[src/verilog/tpmc_pkg.sv]
// constants for the t1 performance monitor counter block
package tpmc_pkg;
    localparam int NUM_LINKS = 4;
    localparam int NUM_BYTES = 16;

    // register byte offsets
    localparam logic [7:0] ACCESS_PORT_OFS = 8'h00;
    localparam logic [7:0] ACCESS_DATA_OFS = 8'h04;
    localparam logic [7:0] CONTROL_OFS     = 8'h08;
    localparam logic [7:0] FORMAT_OFS      = 8'h0C;
    localparam logic [7:0] OVF_FLAG_OFS    = 8'h10;
    localparam logic [7:0] OVF_EN_OFS      = 8'h20;
    localparam logic [7:0] LINK_BLK_MASK   = 8'hF0;

    // access port fields
    localparam int IDX_LSB = 0;
    localparam int LSEL_LSB = 4;
    // control fields
    localparam int MANUAL_BIT = 0;
    localparam int AUTO_BIT   = 1;
    // per-link format nibble: [1:0] format, [2] b8zs, [3] t1 operation
    localparam int FMT_BITS   = 4;
    localparam int B8ZS_BIT   = 2;
    localparam int T1OP_BIT   = 3;

    localparam logic [15:0] FORMAT_RST = 16'h8888;
    localparam logic [6:0]  OVF_EN_RST = 7'h00;

    typedef enum logic [1:0] {
        FMT_SF, FMT_ESF, FMT_DM, FMT_SLC96
    } tpmc_format_e;

    // indirect counter indexes
    localparam logic [3:0] IX_CRC_LO  = 4'h0;
    localparam logic [3:0] IX_CRC_HI  = 4'h1;
    localparam logic [3:0] IX_FER_LO  = 4'h2;
    localparam logic [3:0] IX_FER_HI  = 4'h3;
    localparam logic [3:0] IX_COFA    = 4'h4;
    localparam logic [3:0] IX_OOF     = 4'h5;
    localparam logic [3:0] IX_PATTERN_DETECTOR_LO = 4'h6;
    localparam logic [3:0] IX_PATTERN_DETECTOR_HI = 4'h7;
    localparam logic [3:0] IX_LCV_LO  = 4'h8;
    localparam logic [3:0] IX_LCV_HI  = 4'h9;
    localparam logic [3:0] IX_DDS_LO  = 4'hA;
    localparam logic [3:0] IX_DDS_HI  = 4'hB;

    // overflow flag bit positions
    localparam int OV_LCV  = 0;
    localparam int OV_FER  = 1;
    localparam int OV_CRC  = 2;
    localparam int OV_DDS  = 3;
    localparam int OV_COFA = 4;
    localparam int OV_OOF  = 5;
    localparam int OV_PATTERN_DETECTOR = 6;
    localparam int OV_BITS = 7;

    // counter full values
    localparam logic [15:0] MAX_LCV  = 16'hFFFF;
    localparam logic [15:0] MAX_FER  = 16'h0FFF;
    localparam logic [15:0] MAX_CRC  = 16'h03FF;
    localparam logic [15:0] MAX_DDS  = 16'h03FF;
    localparam logic [15:0] MAX_COFA = 16'h0007;
    localparam logic [15:0] MAX_OOF  = 16'h001F;
    localparam logic [15:0] MAX_PATTERN_DETECTOR = 16'hFFFF;

    // auto report period
    localparam int CLK_PERIOD_NS    = 100;
    localparam int REPORT_PERIOD_MS = 1000;
    localparam int REPORT_CYCLES    =
        REPORT_PERIOD_MS * 1000000 / CLK_PERIOD_NS;
endpackage

[src/verilog/tpmc_counters.sv]
// per-link performance monitor counters with indirect apb access
//
// Implementation choices: register access over APB and the address map.
`timescale 1ns/1ps

// Summary of operation
// - each counter overflow sets its own sticky overflow flag.
// - interrupt line rises only for overflows whose enable bit is set.
// - counters are reachable only through access port and data registers.
// - link selector then counter index choose the one visible counter.
// - a report copies every counter of the selected link into a byte-indexed snapshot.
// - with auto reporting on, a report happens once every second.
// - writing the manual trigger from 0 to 1 reports at once.
// - after a report all counters of the selected link clear together.
// - events arriving during the clear count in the new round.
// - counted events depend on format; line and pattern counters always.
// - line counter takes bipolar violations in ami, code violations in b8zs.
// - framing counter takes f-bit errors, or alignment bit errors in esf.
// - crc-6 errors are counted in esf only, with own flag and enable.
// - alignment position changes are counted in every format.
// - out-of-frame events are counted in every format.
// - dm format only in t1 operation; dds errors replace crc counter.
// - slc-96 only in t1 operation; no crc or dds counting.
// - line counter sits at indexes 9/8, framing counter at 3/2.
module tpmc_counters #(
    parameter int TICK_CYCLES = tpmc_pkg::REPORT_CYCLES
) (
    input  wire logic        clk_sys,
    input  wire logic        rst,
    input  wire logic        psel,
    input  wire logic        penable,
    input  wire logic        pwrite,
    input  wire logic [7:0]  paddr,
    input  wire logic [31:0] pwdata,
    output logic      [31:0] prdata,
    output logic             pready,
    output logic             pslverr,
    input  wire logic [3:0]  bipolarViol,
    input  wire logic [3:0]  codeViol,
    input  wire logic [3:0]  fBitErr,
    input  wire logic [3:0]  alignBitErr,
    input  wire logic [3:0]  crcErr,
    input  wire logic [3:0]  ddsErr,
    input  wire logic [3:0]  alignChange,
    input  wire logic [3:0]  syncLoss,
    input  wire logic [3:0]  patternBitErr,
    output logic      [3:0]  ovfIrq
);
    localparam int NL = tpmc_pkg::NUM_LINKS;

    logic [3:0]  counterIndex_r;
    logic [1:0]  linkSelector_r;
    logic        manualUpdateTrigger_r;
    logic        autoReportEnable_r;
    logic [15:0] format_r;
    logic [6:0]  ovfFlag_r [NL];
    logic [6:0]  ovfIrqEn_r [NL];
    logic [15:0] lcv_r  [NL];
    logic [15:0] fer_r  [NL];
    logic [15:0] crc_r  [NL];
    logic [15:0] dds_r  [NL];
    logic [15:0] cofa_r [NL];
    logic [15:0] oof_r  [NL];
    logic [15:0] pattern_detector_r [NL];
    logic [7:0]  snap_r [tpmc_pkg::NUM_BYTES];
    logic [23:0] tickCnt_r;
    logic        tick;
    logic        manualPulse_r;
    logic        xfer;
    logic        wrEn;
    logic        rdSetup;
    logic        addrOk;
    logic [1:0]  blkLink;
    logic [31:0] rdData;

    // returns {overflow, next value}; a clear restarts from the event
    function automatic logic [16:0] bump(input logic [15:0] cnt,
                                         input logic [15:0] maxv,
                                         input logic        inc,
                                         input logic        clr);
        logic [15:0] base;
        base = clr ? 16'h0000 : cnt;
        if (!inc) begin
            bump = {1'b0, base};
        end else if (base == maxv) begin
            bump = {1'b1, 16'h0000};
        end else begin
            bump = {1'b0, base + 16'h0001};
        end
    endfunction

    assign pready  = 1'b1;
    assign wrEn    = psel && penable && pwrite && addrOk;
    assign rdSetup = psel && !penable && !pwrite;
    assign blkLink = paddr[3:2];

    always_comb begin
        addrOk = 1'b0;
        case (paddr & tpmc_pkg::LINK_BLK_MASK)
             8'h00:   addrOk = (paddr[1:0] == 2'b00);
            tpmc_pkg::OVF_FLAG_OFS: addrOk = (paddr[1:0] == 2'b00);
            tpmc_pkg::OVF_EN_OFS:   addrOk = (paddr[1:0] == 2'b00);
            default: addrOk = 1'b0;
        endcase
    end

    assign pslverr = psel && penable && !addrOk;

    // shared one-second divider
    always_ff @(posedge clk_sys or posedge rst) begin
        if (rst) begin
            tickCnt_r <= 24'h000000;
        end else if (tickCnt_r == 24'(TICK_CYCLES - 1)) begin
            tickCnt_r <= 24'h000000;
        end else begin
            tickCnt_r <= tickCnt_r + 24'h000001;
        end
    end
    assign tick = (tickCnt_r == 24'(TICK_CYCLES - 1));

    assign xfer = manualPulse_r || (tick && autoReportEnable_r);

    // control registers
    always_ff @(posedge clk_sys or posedge rst) begin
        if (rst) begin
            counterIndex_r        <= 4'h0;
            linkSelector_r        <= 2'h0;
            manualUpdateTrigger_r <= 1'b0;
            autoReportEnable_r    <= 1'b0;
            format_r              <= tpmc_pkg::FORMAT_RST;
            manualPulse_r         <= 1'b0;
        end else begin
            manualPulse_r <= 1'b0;
            if (wrEn) begin
                case (paddr)
                    tpmc_pkg::ACCESS_PORT_OFS: begin
                        counterIndex_r <= pwdata[tpmc_pkg::IDX_LSB +: 4];
                        linkSelector_r <= pwdata[tpmc_pkg::LSEL_LSB +: 2];
                    end
                    tpmc_pkg::CONTROL_OFS: begin
                        manualUpdateTrigger_r <= pwdata[tpmc_pkg::MANUAL_BIT];
                        autoReportEnable_r    <= pwdata[tpmc_pkg::AUTO_BIT];
                        manualPulse_r <= pwdata[tpmc_pkg::MANUAL_BIT]
                                         && !manualUpdateTrigger_r;
                    end
                    tpmc_pkg::FORMAT_OFS: format_r <= pwdata[15:0];
                    default: ;
                endcase
            end
        end
    end

    // event counters, one set per link
    always_ff @(posedge clk_sys or posedge rst) begin
        if (rst) begin
            for (int l = 0; l < NL; l++) begin
                lcv_r[l]  <= 16'h0000;
                fer_r[l]  <= 16'h0000;
                crc_r[l]  <= 16'h0000;
                dds_r[l]  <= 16'h0000;
                cofa_r[l] <= 16'h0000;
                oof_r[l]  <= 16'h0000;
                pattern_detector_r[l] <= 16'h0000;
            end
        end else begin
            for (int l = 0; l < NL; l++) begin
                logic [3:0] cfg;
                logic       clr;
                logic       esf;
                logic       t1op;
                logic       lInc;
                logic       fInc;
                logic [16:0] r;
                cfg  = format_r[l*tpmc_pkg::FMT_BITS +: 4];
                clr  = xfer && (linkSelector_r == 2'(l));
                esf  = (cfg[1:0] == 2'(tpmc_pkg::FMT_ESF));
                t1op = cfg[tpmc_pkg::T1OP_BIT];
                lInc = cfg[tpmc_pkg::B8ZS_BIT] ? codeViol[l]
                                               : bipolarViol[l];
                fInc = esf ? alignBitErr[l] : fBitErr[l];
                if (!t1op && cfg[1]) begin
                    fInc = 1'b0;
                end
                r = bump(lcv_r[l], tpmc_pkg::MAX_LCV, lInc, clr);
                lcv_r[l] <= r[15:0];
                r = bump(fer_r[l], tpmc_pkg::MAX_FER, fInc, clr);
                fer_r[l] <= r[15:0];
                r = bump(crc_r[l], tpmc_pkg::MAX_CRC,
                         crcErr[l] && esf, clr);
                crc_r[l] <= r[15:0];
                r = bump(dds_r[l], tpmc_pkg::MAX_DDS, ddsErr[l] && t1op
                         && cfg[1:0] == 2'(tpmc_pkg::FMT_DM), clr);
                dds_r[l] <= r[15:0];
                r = bump(cofa_r[l], tpmc_pkg::MAX_COFA,
                         alignChange[l], clr);
                cofa_r[l] <= r[15:0];
                r = bump(oof_r[l], tpmc_pkg::MAX_OOF, syncLoss[l], clr);
                oof_r[l] <= r[15:0];
                r = bump(pattern_detector_r[l], tpmc_pkg::MAX_PATTERN_DETECTOR,
                         patternBitErr[l], clr);
                pattern_detector_r[l] <= r[15:0];
            end
        end
    end

    // sticky overflow flags, set wins over write-one-to-clear
    always_ff @(posedge clk_sys or posedge rst) begin
        if (rst) begin
            for (int l = 0; l < NL; l++) begin
                ovfFlag_r[l]  <= 7'h00;
                ovfIrqEn_r[l] <= tpmc_pkg::OVF_EN_RST;
            end
        end else begin
            for (int l = 0; l < NL; l++) begin
                logic [3:0] cfg;
                logic       clr;
                logic       esf;
                logic       t1op;
                logic [6:0] ov;
                logic [6:0] wc;
                logic [16:0] b;
                cfg  = format_r[l*tpmc_pkg::FMT_BITS +: 4];
                clr  = xfer && (linkSelector_r == 2'(l));
                esf  = (cfg[1:0] == 2'(tpmc_pkg::FMT_ESF));
                t1op = cfg[tpmc_pkg::T1OP_BIT];
                // same increments as the counter process, so a flag
                // rises in the very cycle its counter wraps to zero
                ov = 7'h00;
                b = bump(lcv_r[l], tpmc_pkg::MAX_LCV,
                    cfg[tpmc_pkg::B8ZS_BIT] ? codeViol[l] : bipolarViol[l],
                    clr);
                ov[tpmc_pkg::OV_LCV] = b[16];
                b = bump(fer_r[l], tpmc_pkg::MAX_FER,
                    (esf ? alignBitErr[l] : fBitErr[l]) && (t1op || !cfg[1]),
                    clr);
                ov[tpmc_pkg::OV_FER] = b[16];
                b = bump(crc_r[l], tpmc_pkg::MAX_CRC,
                    crcErr[l] && esf, clr);
                ov[tpmc_pkg::OV_CRC] = b[16];
                b = bump(dds_r[l], tpmc_pkg::MAX_DDS,
                    ddsErr[l] && t1op && cfg[1:0] == 2'(tpmc_pkg::FMT_DM),
                    clr);
                ov[tpmc_pkg::OV_DDS] = b[16];
                b = bump(cofa_r[l], tpmc_pkg::MAX_COFA,
                    alignChange[l], clr);
                ov[tpmc_pkg::OV_COFA] = b[16];
                b = bump(oof_r[l], tpmc_pkg::MAX_OOF,
                    syncLoss[l], clr);
                ov[tpmc_pkg::OV_OOF] = b[16];
                b = bump(pattern_detector_r[l], tpmc_pkg::MAX_PATTERN_DETECTOR,
                    patternBitErr[l], clr);
                ov[tpmc_pkg::OV_PATTERN_DETECTOR] = b[16];
                // write-one-to-clear, applied below the set term
                wc = 7'h00;
                if (wrEn && blkLink == 2'(l) && (paddr
                        & tpmc_pkg::LINK_BLK_MASK) == tpmc_pkg::OVF_FLAG_OFS)
                begin
                    wc = pwdata[6:0];
                end
                ovfFlag_r[l] <= (ovfFlag_r[l] & ~wc) | ov;
                if (wrEn && blkLink == 2'(l) && (paddr
                        & tpmc_pkg::LINK_BLK_MASK) == tpmc_pkg::OVF_EN_OFS)
                begin
                    ovfIrqEn_r[l] <= pwdata[6:0];
                end
            end
        end
    end

    // interrupt only where enabled
    always_comb begin
        for (int l = 0; l < NL; l++) begin
            ovfIrq[l] = |(ovfFlag_r[l] & ovfIrqEn_r[l]);
        end
    end

    // snapshot of the selected link, byte-indexed
    always_ff @(posedge clk_sys or posedge rst) begin
        if (rst) begin
            for (int i = 0; i < tpmc_pkg::NUM_BYTES; i++) begin
                snap_r[i] <= 8'h00;
            end
        end else if (xfer) begin
            for (int i = 0; i < tpmc_pkg::NUM_BYTES; i++) begin
                snap_r[i] <= 8'h00;
            end
            snap_r[tpmc_pkg::IX_CRC_LO]  <= crc_r[linkSelector_r][7:0];
            snap_r[tpmc_pkg::IX_CRC_HI]  <= crc_r[linkSelector_r][15:8];
            snap_r[tpmc_pkg::IX_FER_LO]  <= fer_r[linkSelector_r][7:0];
            snap_r[tpmc_pkg::IX_FER_HI]  <= fer_r[linkSelector_r][15:8];
            snap_r[tpmc_pkg::IX_COFA]    <= cofa_r[linkSelector_r][7:0];
            snap_r[tpmc_pkg::IX_OOF]     <= oof_r[linkSelector_r][7:0];
            snap_r[tpmc_pkg::IX_PATTERN_DETECTOR_LO] <= pattern_detector_r[linkSelector_r][7:0];
            snap_r[tpmc_pkg::IX_PATTERN_DETECTOR_HI] <= pattern_detector_r[linkSelector_r][15:8];
            snap_r[tpmc_pkg::IX_LCV_LO]  <= lcv_r[linkSelector_r][7:0];
            snap_r[tpmc_pkg::IX_LCV_HI]  <= lcv_r[linkSelector_r][15:8];
            snap_r[tpmc_pkg::IX_DDS_LO]  <= dds_r[linkSelector_r][7:0];
            snap_r[tpmc_pkg::IX_DDS_HI]  <= dds_r[linkSelector_r][15:8];
        end
    end

    // read mux; counters themselves have no address
    always_comb begin
        rdData = 32'h00000000;
        case (paddr & tpmc_pkg::LINK_BLK_MASK)
            8'h00: begin
                case (paddr)
                    tpmc_pkg::ACCESS_PORT_OFS:
                        rdData = {26'h0, linkSelector_r, counterIndex_r};
                    tpmc_pkg::ACCESS_DATA_OFS:
                        rdData = {24'h0, snap_r[counterIndex_r]};
                    tpmc_pkg::CONTROL_OFS:
                        rdData = {30'h0, autoReportEnable_r,
                                  manualUpdateTrigger_r};
                    tpmc_pkg::FORMAT_OFS:
                        rdData = {16'h0, format_r};
                    default: rdData = 32'h00000000;
                endcase
            end
            tpmc_pkg::OVF_FLAG_OFS: rdData = {25'h0, ovfFlag_r[blkLink]};
            tpmc_pkg::OVF_EN_OFS:   rdData = {25'h0, ovfIrqEn_r[blkLink]};
            default: rdData = 32'h00000000;
        endcase
    end

    always_ff @(posedge clk_sys or posedge rst) begin
        if (rst) begin
            prdata <= 32'h00000000;
        end else if (rdSetup) begin
            prdata <= rdData;
        end
    end
endmodule // tpmc_counters

[config.mk]
export PLATFORM = sky130hd
export DESIGN_NAME = tpmc_counters
export DESIGN_NICKNAME = d
export VERILOG_FILES = /design/src/verilog/tpmc_pkg.sv /design/src/verilog/tpmc_counters.sv
export SDC_FILE = /design/constraint.sdc
export NUM_CORES = 2
export LEC_CHECK = 0
export BUFFER_PORTS_ARGS = -buffer_cell sky130_fd_sc_hd__buf_2
export CAP_MARGIN = 10
export CORE_MARGIN = 3
export CORE_UTILIZATION = 68
export CTS_CLUSTER_SIZE = 25
export DETAILED_ROUTE_END_ITERATION = 10
export PLACE_DENSITY_LB_ADDON = 0.12
export SYNTH_ARGS = -nofsm -noshare
export SYNTH_HDL_FRONTEND = slang
export SYNTH_SLANG_ARGS = --single-unit
[constraint.sdc]
create_clock -name clk_sys -period 39.6 [get_ports clk_sys]
set_input_delay 7.92 -clock clk_sys [delete_from_list [all_inputs] [get_ports clk_sys]]
set_output_delay 7.92 -clock clk_sys [all_outputs]
set_load 0.005 [all_outputs]
## Yosys cells after proc, flatten, opt, wreduce, memory -nomap -nowiden

Cells that the tools add are included.

| word-level totals | value |
|---|---|
| bits in registers | 681 |
| latch bits | 0 |
| memory bits (writable) | 0 |
| bits in read-only memories | 0 |
| bits of input ports | 81 |
| output and inout port bits | 38 |
| logic and storage cells | 369 |
| memories | 0 |

| operators by class | value |
|---|---|
| add/subtract/negate cells | 29 |
| multiply operators | 0 |
| divide/modulo/power cells | 0 |
| order comparisons | 3 |
| equal/unequal tests | 48 |
| shift-type cells | 0 |
| muxes and demuxes | 140 |
| bitwise operators | 19 |
| reductions and logical operators | 74 |

Operators by type and width:

| kind | count |
|---|---|
| two-way mux 17 bit | 56 |
| two-way mux 16 bit | 42 |
| adder 16 x 1 -> 16 bit, second input constant | 28 |
| binary-select mux 16 bit (select 2 bit) | 7 |
| == test 16 x 10 -> 1 bit, second input constant | 8 |
| == test 16 bit, second input constant | 8 |
| case mux 32 bit (3 select lines) | 1 |
| == test 16 x 12 -> 1 bit, second input constant | 4 |
| == test 16 x 3 -> 1 bit, second input constant | 4 |
| == test 16 x 5 -> 1 bit, second input constant | 4 |
| case mux 16 bit (4 select lines) | 1 |
| bitwise AND 7 bit | 8 |
| two-way mux 7 bit | 8 |
| two-way mux 8 bit | 6 |
| logical AND 1 bit | 44 |
| binary-select mux 8 bit (select 4 bit) | 1 |
| binary-select mux 7 bit (select 2 bit) | 2 |
| inverter 7 bit | 4 |
| OR 7 bit | 4 |
| OR reduction 7 bit | 4 |
| adder 24 x 1 -> 24 bit, second input constant | 1 |
| == test 24 bit, second input constant | 1 |
| two-way mux 24 bit | 1 |
| == test 2 bit, second input constant | 8 |
| other kinds (16) | 58 |

## Depth between registers and ports, before layout

| logic depth | value |
|---|---|
| depth after elaboration | 10 |
| gate-level depth with buffers | 14 |
| depth with buffers taken out | 12 |

## Worst setup path after synthesis

Ideal clock, no wire load.

| timing | value |
|---|---|
| path type | input -> output |
| start point | in paddr[1] |
| end point | out pslverr |
| arrival | 8.509 ns |
| data required time | 31.680 ns |
| slack | 23.171 ns |
| stages on the path | 2 |
| buffers on the path | 0 |
| cells stage by stage | nor4_1 -> a21oi_1 |

| on the way | value |
|---|---|
| word-level cells in the longest chain between the ends | 4 |

RTL lines:

| item | line | source |
|---|---|---|
| start: declaration | tpmc_counters.sv:33 | `input wire logic [7:0] paddr,` |
| logical NOT 2 bit | tpmc_counters.sv:100, tpmc_counters.sv:101, tpmc_counters.sv:102 |  |
| two-way mux 1 bit | - |  |
| logical NOT 1 bit | tpmc_counters.sv:107 | `assign pslverr = psel && penable && !addrOk;` |
| logical AND 1 bit | tpmc_counters.sv:107 |  |
| end: declaration | tpmc_counters.sv:37 | `output logic pslverr,` |

Every way passes these cells.

## Final worst setup path

| timing | value |
|---|---|
| start point | in paddr[7] |
| end point | out pslverr |

| on the way | value |
|---|---|
| word-level cells in the longest chain between the ends | 5 |
| elaborated cells on any way between the ends | 7 |
| those cells by class | 2 x eq/ne; 1 x mux; 4 x reduce/logical |

RTL lines:

| item | line | source |
|---|---|---|
| == test 4 x 1 -> 1 bit (tied with other cells) | tpmc_counters.sv:99 | `case (paddr & tpmc_pkg::LINK_BLK_MASK)` |
| OR reduction 3 bit (no line) (*) | - |  |
| two-way mux 1 bit (*) | - |  |
| logical NOT 1 bit (*) | tpmc_counters.sv:107 |  |
| logical AND 1 bit (*) | tpmc_counters.sv:107 |  |

Every way passes the cells marked *; elsewhere a longest branch is shown, timed or not.

==> summary.txt <==
Outcome
  • Status: completed

Clock tree
  • Clk buf depth: 3
  • H-tree depth: 3
  • CTS tree: built
  • TritonCTS Sinks: 665
  • Hold buffer count at CTS: 0
  • Post_cts resized: 0
  • Reg clk slew, reported paths: 0.06 ns
  • Worst-Skew Late Latency: between 0.6 and 0.7 ns
  • Clock Root Buffer: clkbuf_16
  • CTS Buf Count: 70
  • # Post-CTS Setup Buffers: 0

Yosys
  • Mapped cell area: around 34,000 µm²
  • Fraction of registers with async set/reset: 100.0%
  • Sequential area share after synthesis: between 40% and 50%
  • Netlist cell types: 82
  • EDFF count, synth: 0
  • Syn_area_per_cell: between 10 and 15 µm²
  • Register bit total from synthesis: roughly 670
  • Predominant post-synthesis flop cell: dfrtp_1
  • Synth warn: 0
  • Syn Inst Count: 3,215

Layout
  • Area grow syn2layout: 9.173%
  • Commonest non-fill, non-tap cell in the layout: dfrtp_1
  • Most frequent cells in the layout: dfrtp_1, nor2_1, nand2_1
  • Layout cells sized above 1: between 10% and 20%
  • Final Util: 75.99%
  • Post-route cell area: 37,660 µm²
  • Fin cells: 3,987
  • Final #Nets: ~3,400

Power
  • Clk network pwr share: around two fifths
  • Lkg Pwr: approximately 17 nW
  • P_sw: ~0.0005 W
  • Peak supply drop: about 0.053 mV
  • Power Dens Cells: ~46 nW/µm²
  • Proportion of power drawn by flip-flops and latches: between 40% and 50%
  • Net Sw Frac: about 28%
  • Pint: between 0.001 and 0.0015 W
  • Comb power frac: about an eighth

Floorplanning
  • I/O Pins: 119
  • Die ar.: approximately 53,000 µm²
  • Initial core utilization: 69.61%
  • Num rows: 81
  • Die height: between 200 and 250 µm
  • Die X-Extent: 231.2 µm
  • CORE AREA: between 40,000 and 50,000 µm²

Detailed routing
  • Vias per Instance: around 6.6
  • Initial drt markers: between 3,000 and 4,000
  • DR WL/cell: 23.98 µm
  • Final WL: approximately 96,000 µm
  • DR DRC count: 0
  • DR pass1 iterations: 6
  • Routed via count: approximately 26,000
  • Number of routed nets with antenna violations: 0

Timing
  • Final setup violation count: 0
  • Period utilization: 43.12%
  • Final WS setup: around 23 ns
  • Final number of max-transition violations: 0
  • RSZ-0062 raised after global routing: false
  • Clock period minus worst slack: ~17 ns
  • Final TNS setup: 0 ns
  • Max Fclk: 0.05856 GHz
  • Slew HR: between 20% and 30%
  • Clock Skew: between 0.02 and 0.03 ns
  • Slew @ Worst Pin: around 1.2 ns
  • Final Hold Viols: 0

Placed design
  • Placed Cells incl. Taps: just under 4,000
  • Port Buf Inserts: 85
  • Post-DP Area: 35,340 µm²
  • Final Wtd Congestion: 0.9296
  • HPWL after DPL: roughly 67,000 µm
  • Post-Place Setup Slack: ~23 ns

Setup path
  • Crit start category: primary input
  • Max FO, Critical Path: 5
  • Worst EP required: ~32 ns
  • Worst setup path class: in2out
  • Reg2reg start: linkSelector_r[0]
  • CP endpoint kind: output port
  • Worst Path Arrival: 9.16 ns
  • Worst Setup SP: paddr[7]

Hold path
  • Worst min path class: reg2reg
  • HP Start: prdata[14]

Flow run
  • Max Cap Viol: 0

Global routing
  • Initial antenna violation count: 10
  • GRT Residual Overflow: 0
  • Largest net degree at the start of global routing: between 150 and 200
  • Layer with the highest usage: met2
  • Met3 Use GR: 7.965%
  • Global Route met2 Usage: between 50 and 60%
  • First-pass GRT wire length: ~150,000 µm
  • GRT Resource Usage Total: between 30% and 40%
  • Met1 GRT Util: between 40% and 50%
  • Number of global-route vias before repair: ~26,000
## synthesized netlist by cell type (59+ instances only)
cell type | n | share of area [%]
xnor2_1 | 145 | 3.7
mux4_2 | 125 | 8.2
clkbuf_1 | 67 | 0.73
o21ai_0 | 59 | 0.86
xor2_1 | 268 | 6.8
dfrtp_1 | 661 | 48
mux2_2 | 157 | 5.1
nand4_1 | 118 | 2.1
nor3_1 | 64 | 0.93
nand3_1 | 169 | 2.5
nand2_1 | 283 | 3.1
nor2_1 | 469 | 5.1
## final cells by class
class,instances,area (µm²)
multi-input combinational,2359,17030
sequential,665,16650
fill,3233,11900
clock buffer,110,2146
tap,664,830.8
timing repair buffer,107,603.1
inverter,58,225.2
clock inverter,18,155.1
antenna,6,15.01
## stage by stage
stage               total power [W]  hold WS (ns)
global placement           0.001041        0.4499
detailed placement         0.001060        0.4519
global route               0.001785        0.4938
floorplan                 0.0009847        0.4266
CTS                        0.001720        0.4649
finish                     0.001720        0.4589
## critical path: stages
cell	delay (ns)
buf_2	0.13
nor4_1	0.76
a21oi_1	0.17
buf_2	0.17
## worst paths after layout
kind	to	slack [ns]	depth (start not counted)
setup / recovery	pslverr	22.52	4
hold / removal	prdata[14]	0.46	2
setup reg to reg	ovfFlag_r[22]	35.11	11
hold reg to reg	prdata[14]	0.46	2
max in group asynchronous	linkSelector_r[1]	28.81	5
min in group asynchronous	crc_r[53]	7.43	2
## sequential cells by signal, summed over array words and instances, names as in the netlist
name,cells
format_r,16
fer_r,64
cofa_r,64
autoReportEnable_r,1
pattern_detector_r,64
ovfFlag_r,28
dds_r,64
oof_r,64
manualPulse_r,1
ovfIrqEn_r,28
snap_r,96
counterIndex_r,4
prdata,16
crc_r,64
lcv_r,64
linkSelector_r,2
manualUpdateTrigger_r,1
tickCnt_r,24
## layer usage
| metal | vias up | wire length (µm) |
|---|---|---|
| met5 | - | 58 |
| li1 | 11460 | - |
| met3 | 283 | 8387 |
| met1 | 13430 | 37590 |
| met4 | 8 | 4426 |
| met2 | 1221 | 45160 |
## power groups by stage
stage          Combinational, W  Sequential (W)  Clock, W
6_report               0.000211        0.000848  0.000662
5_1_grt                0.000235        0.000855  0.000695
4_1_cts                0.000211        0.000843  0.000667
3_5_place_dp           0.000207        0.000853         0
3_3_place_gp           0.000194        0.000847         0
2_1_floorplan          0.000166        0.000819         0
## cells by family (layout without fill, tap and decap cells)
group / after synthesis / after routing / share of synthesized area (%)
simple gates: 1362 / 1362 / 19.15
flops: 665 / 665 / 48.26
xor+xnor: 413 / 413 / 10.49
mux: 314 / 314 / 14.22
compound gates: 240 / 240 / 4.704
buf+inv: 206 / 293 / 2.691
fa+ha+maj: 13 / 13 / 0.4715
other cells: 2 / 23 / 0.02177
(Power assumes the default switching activity.)
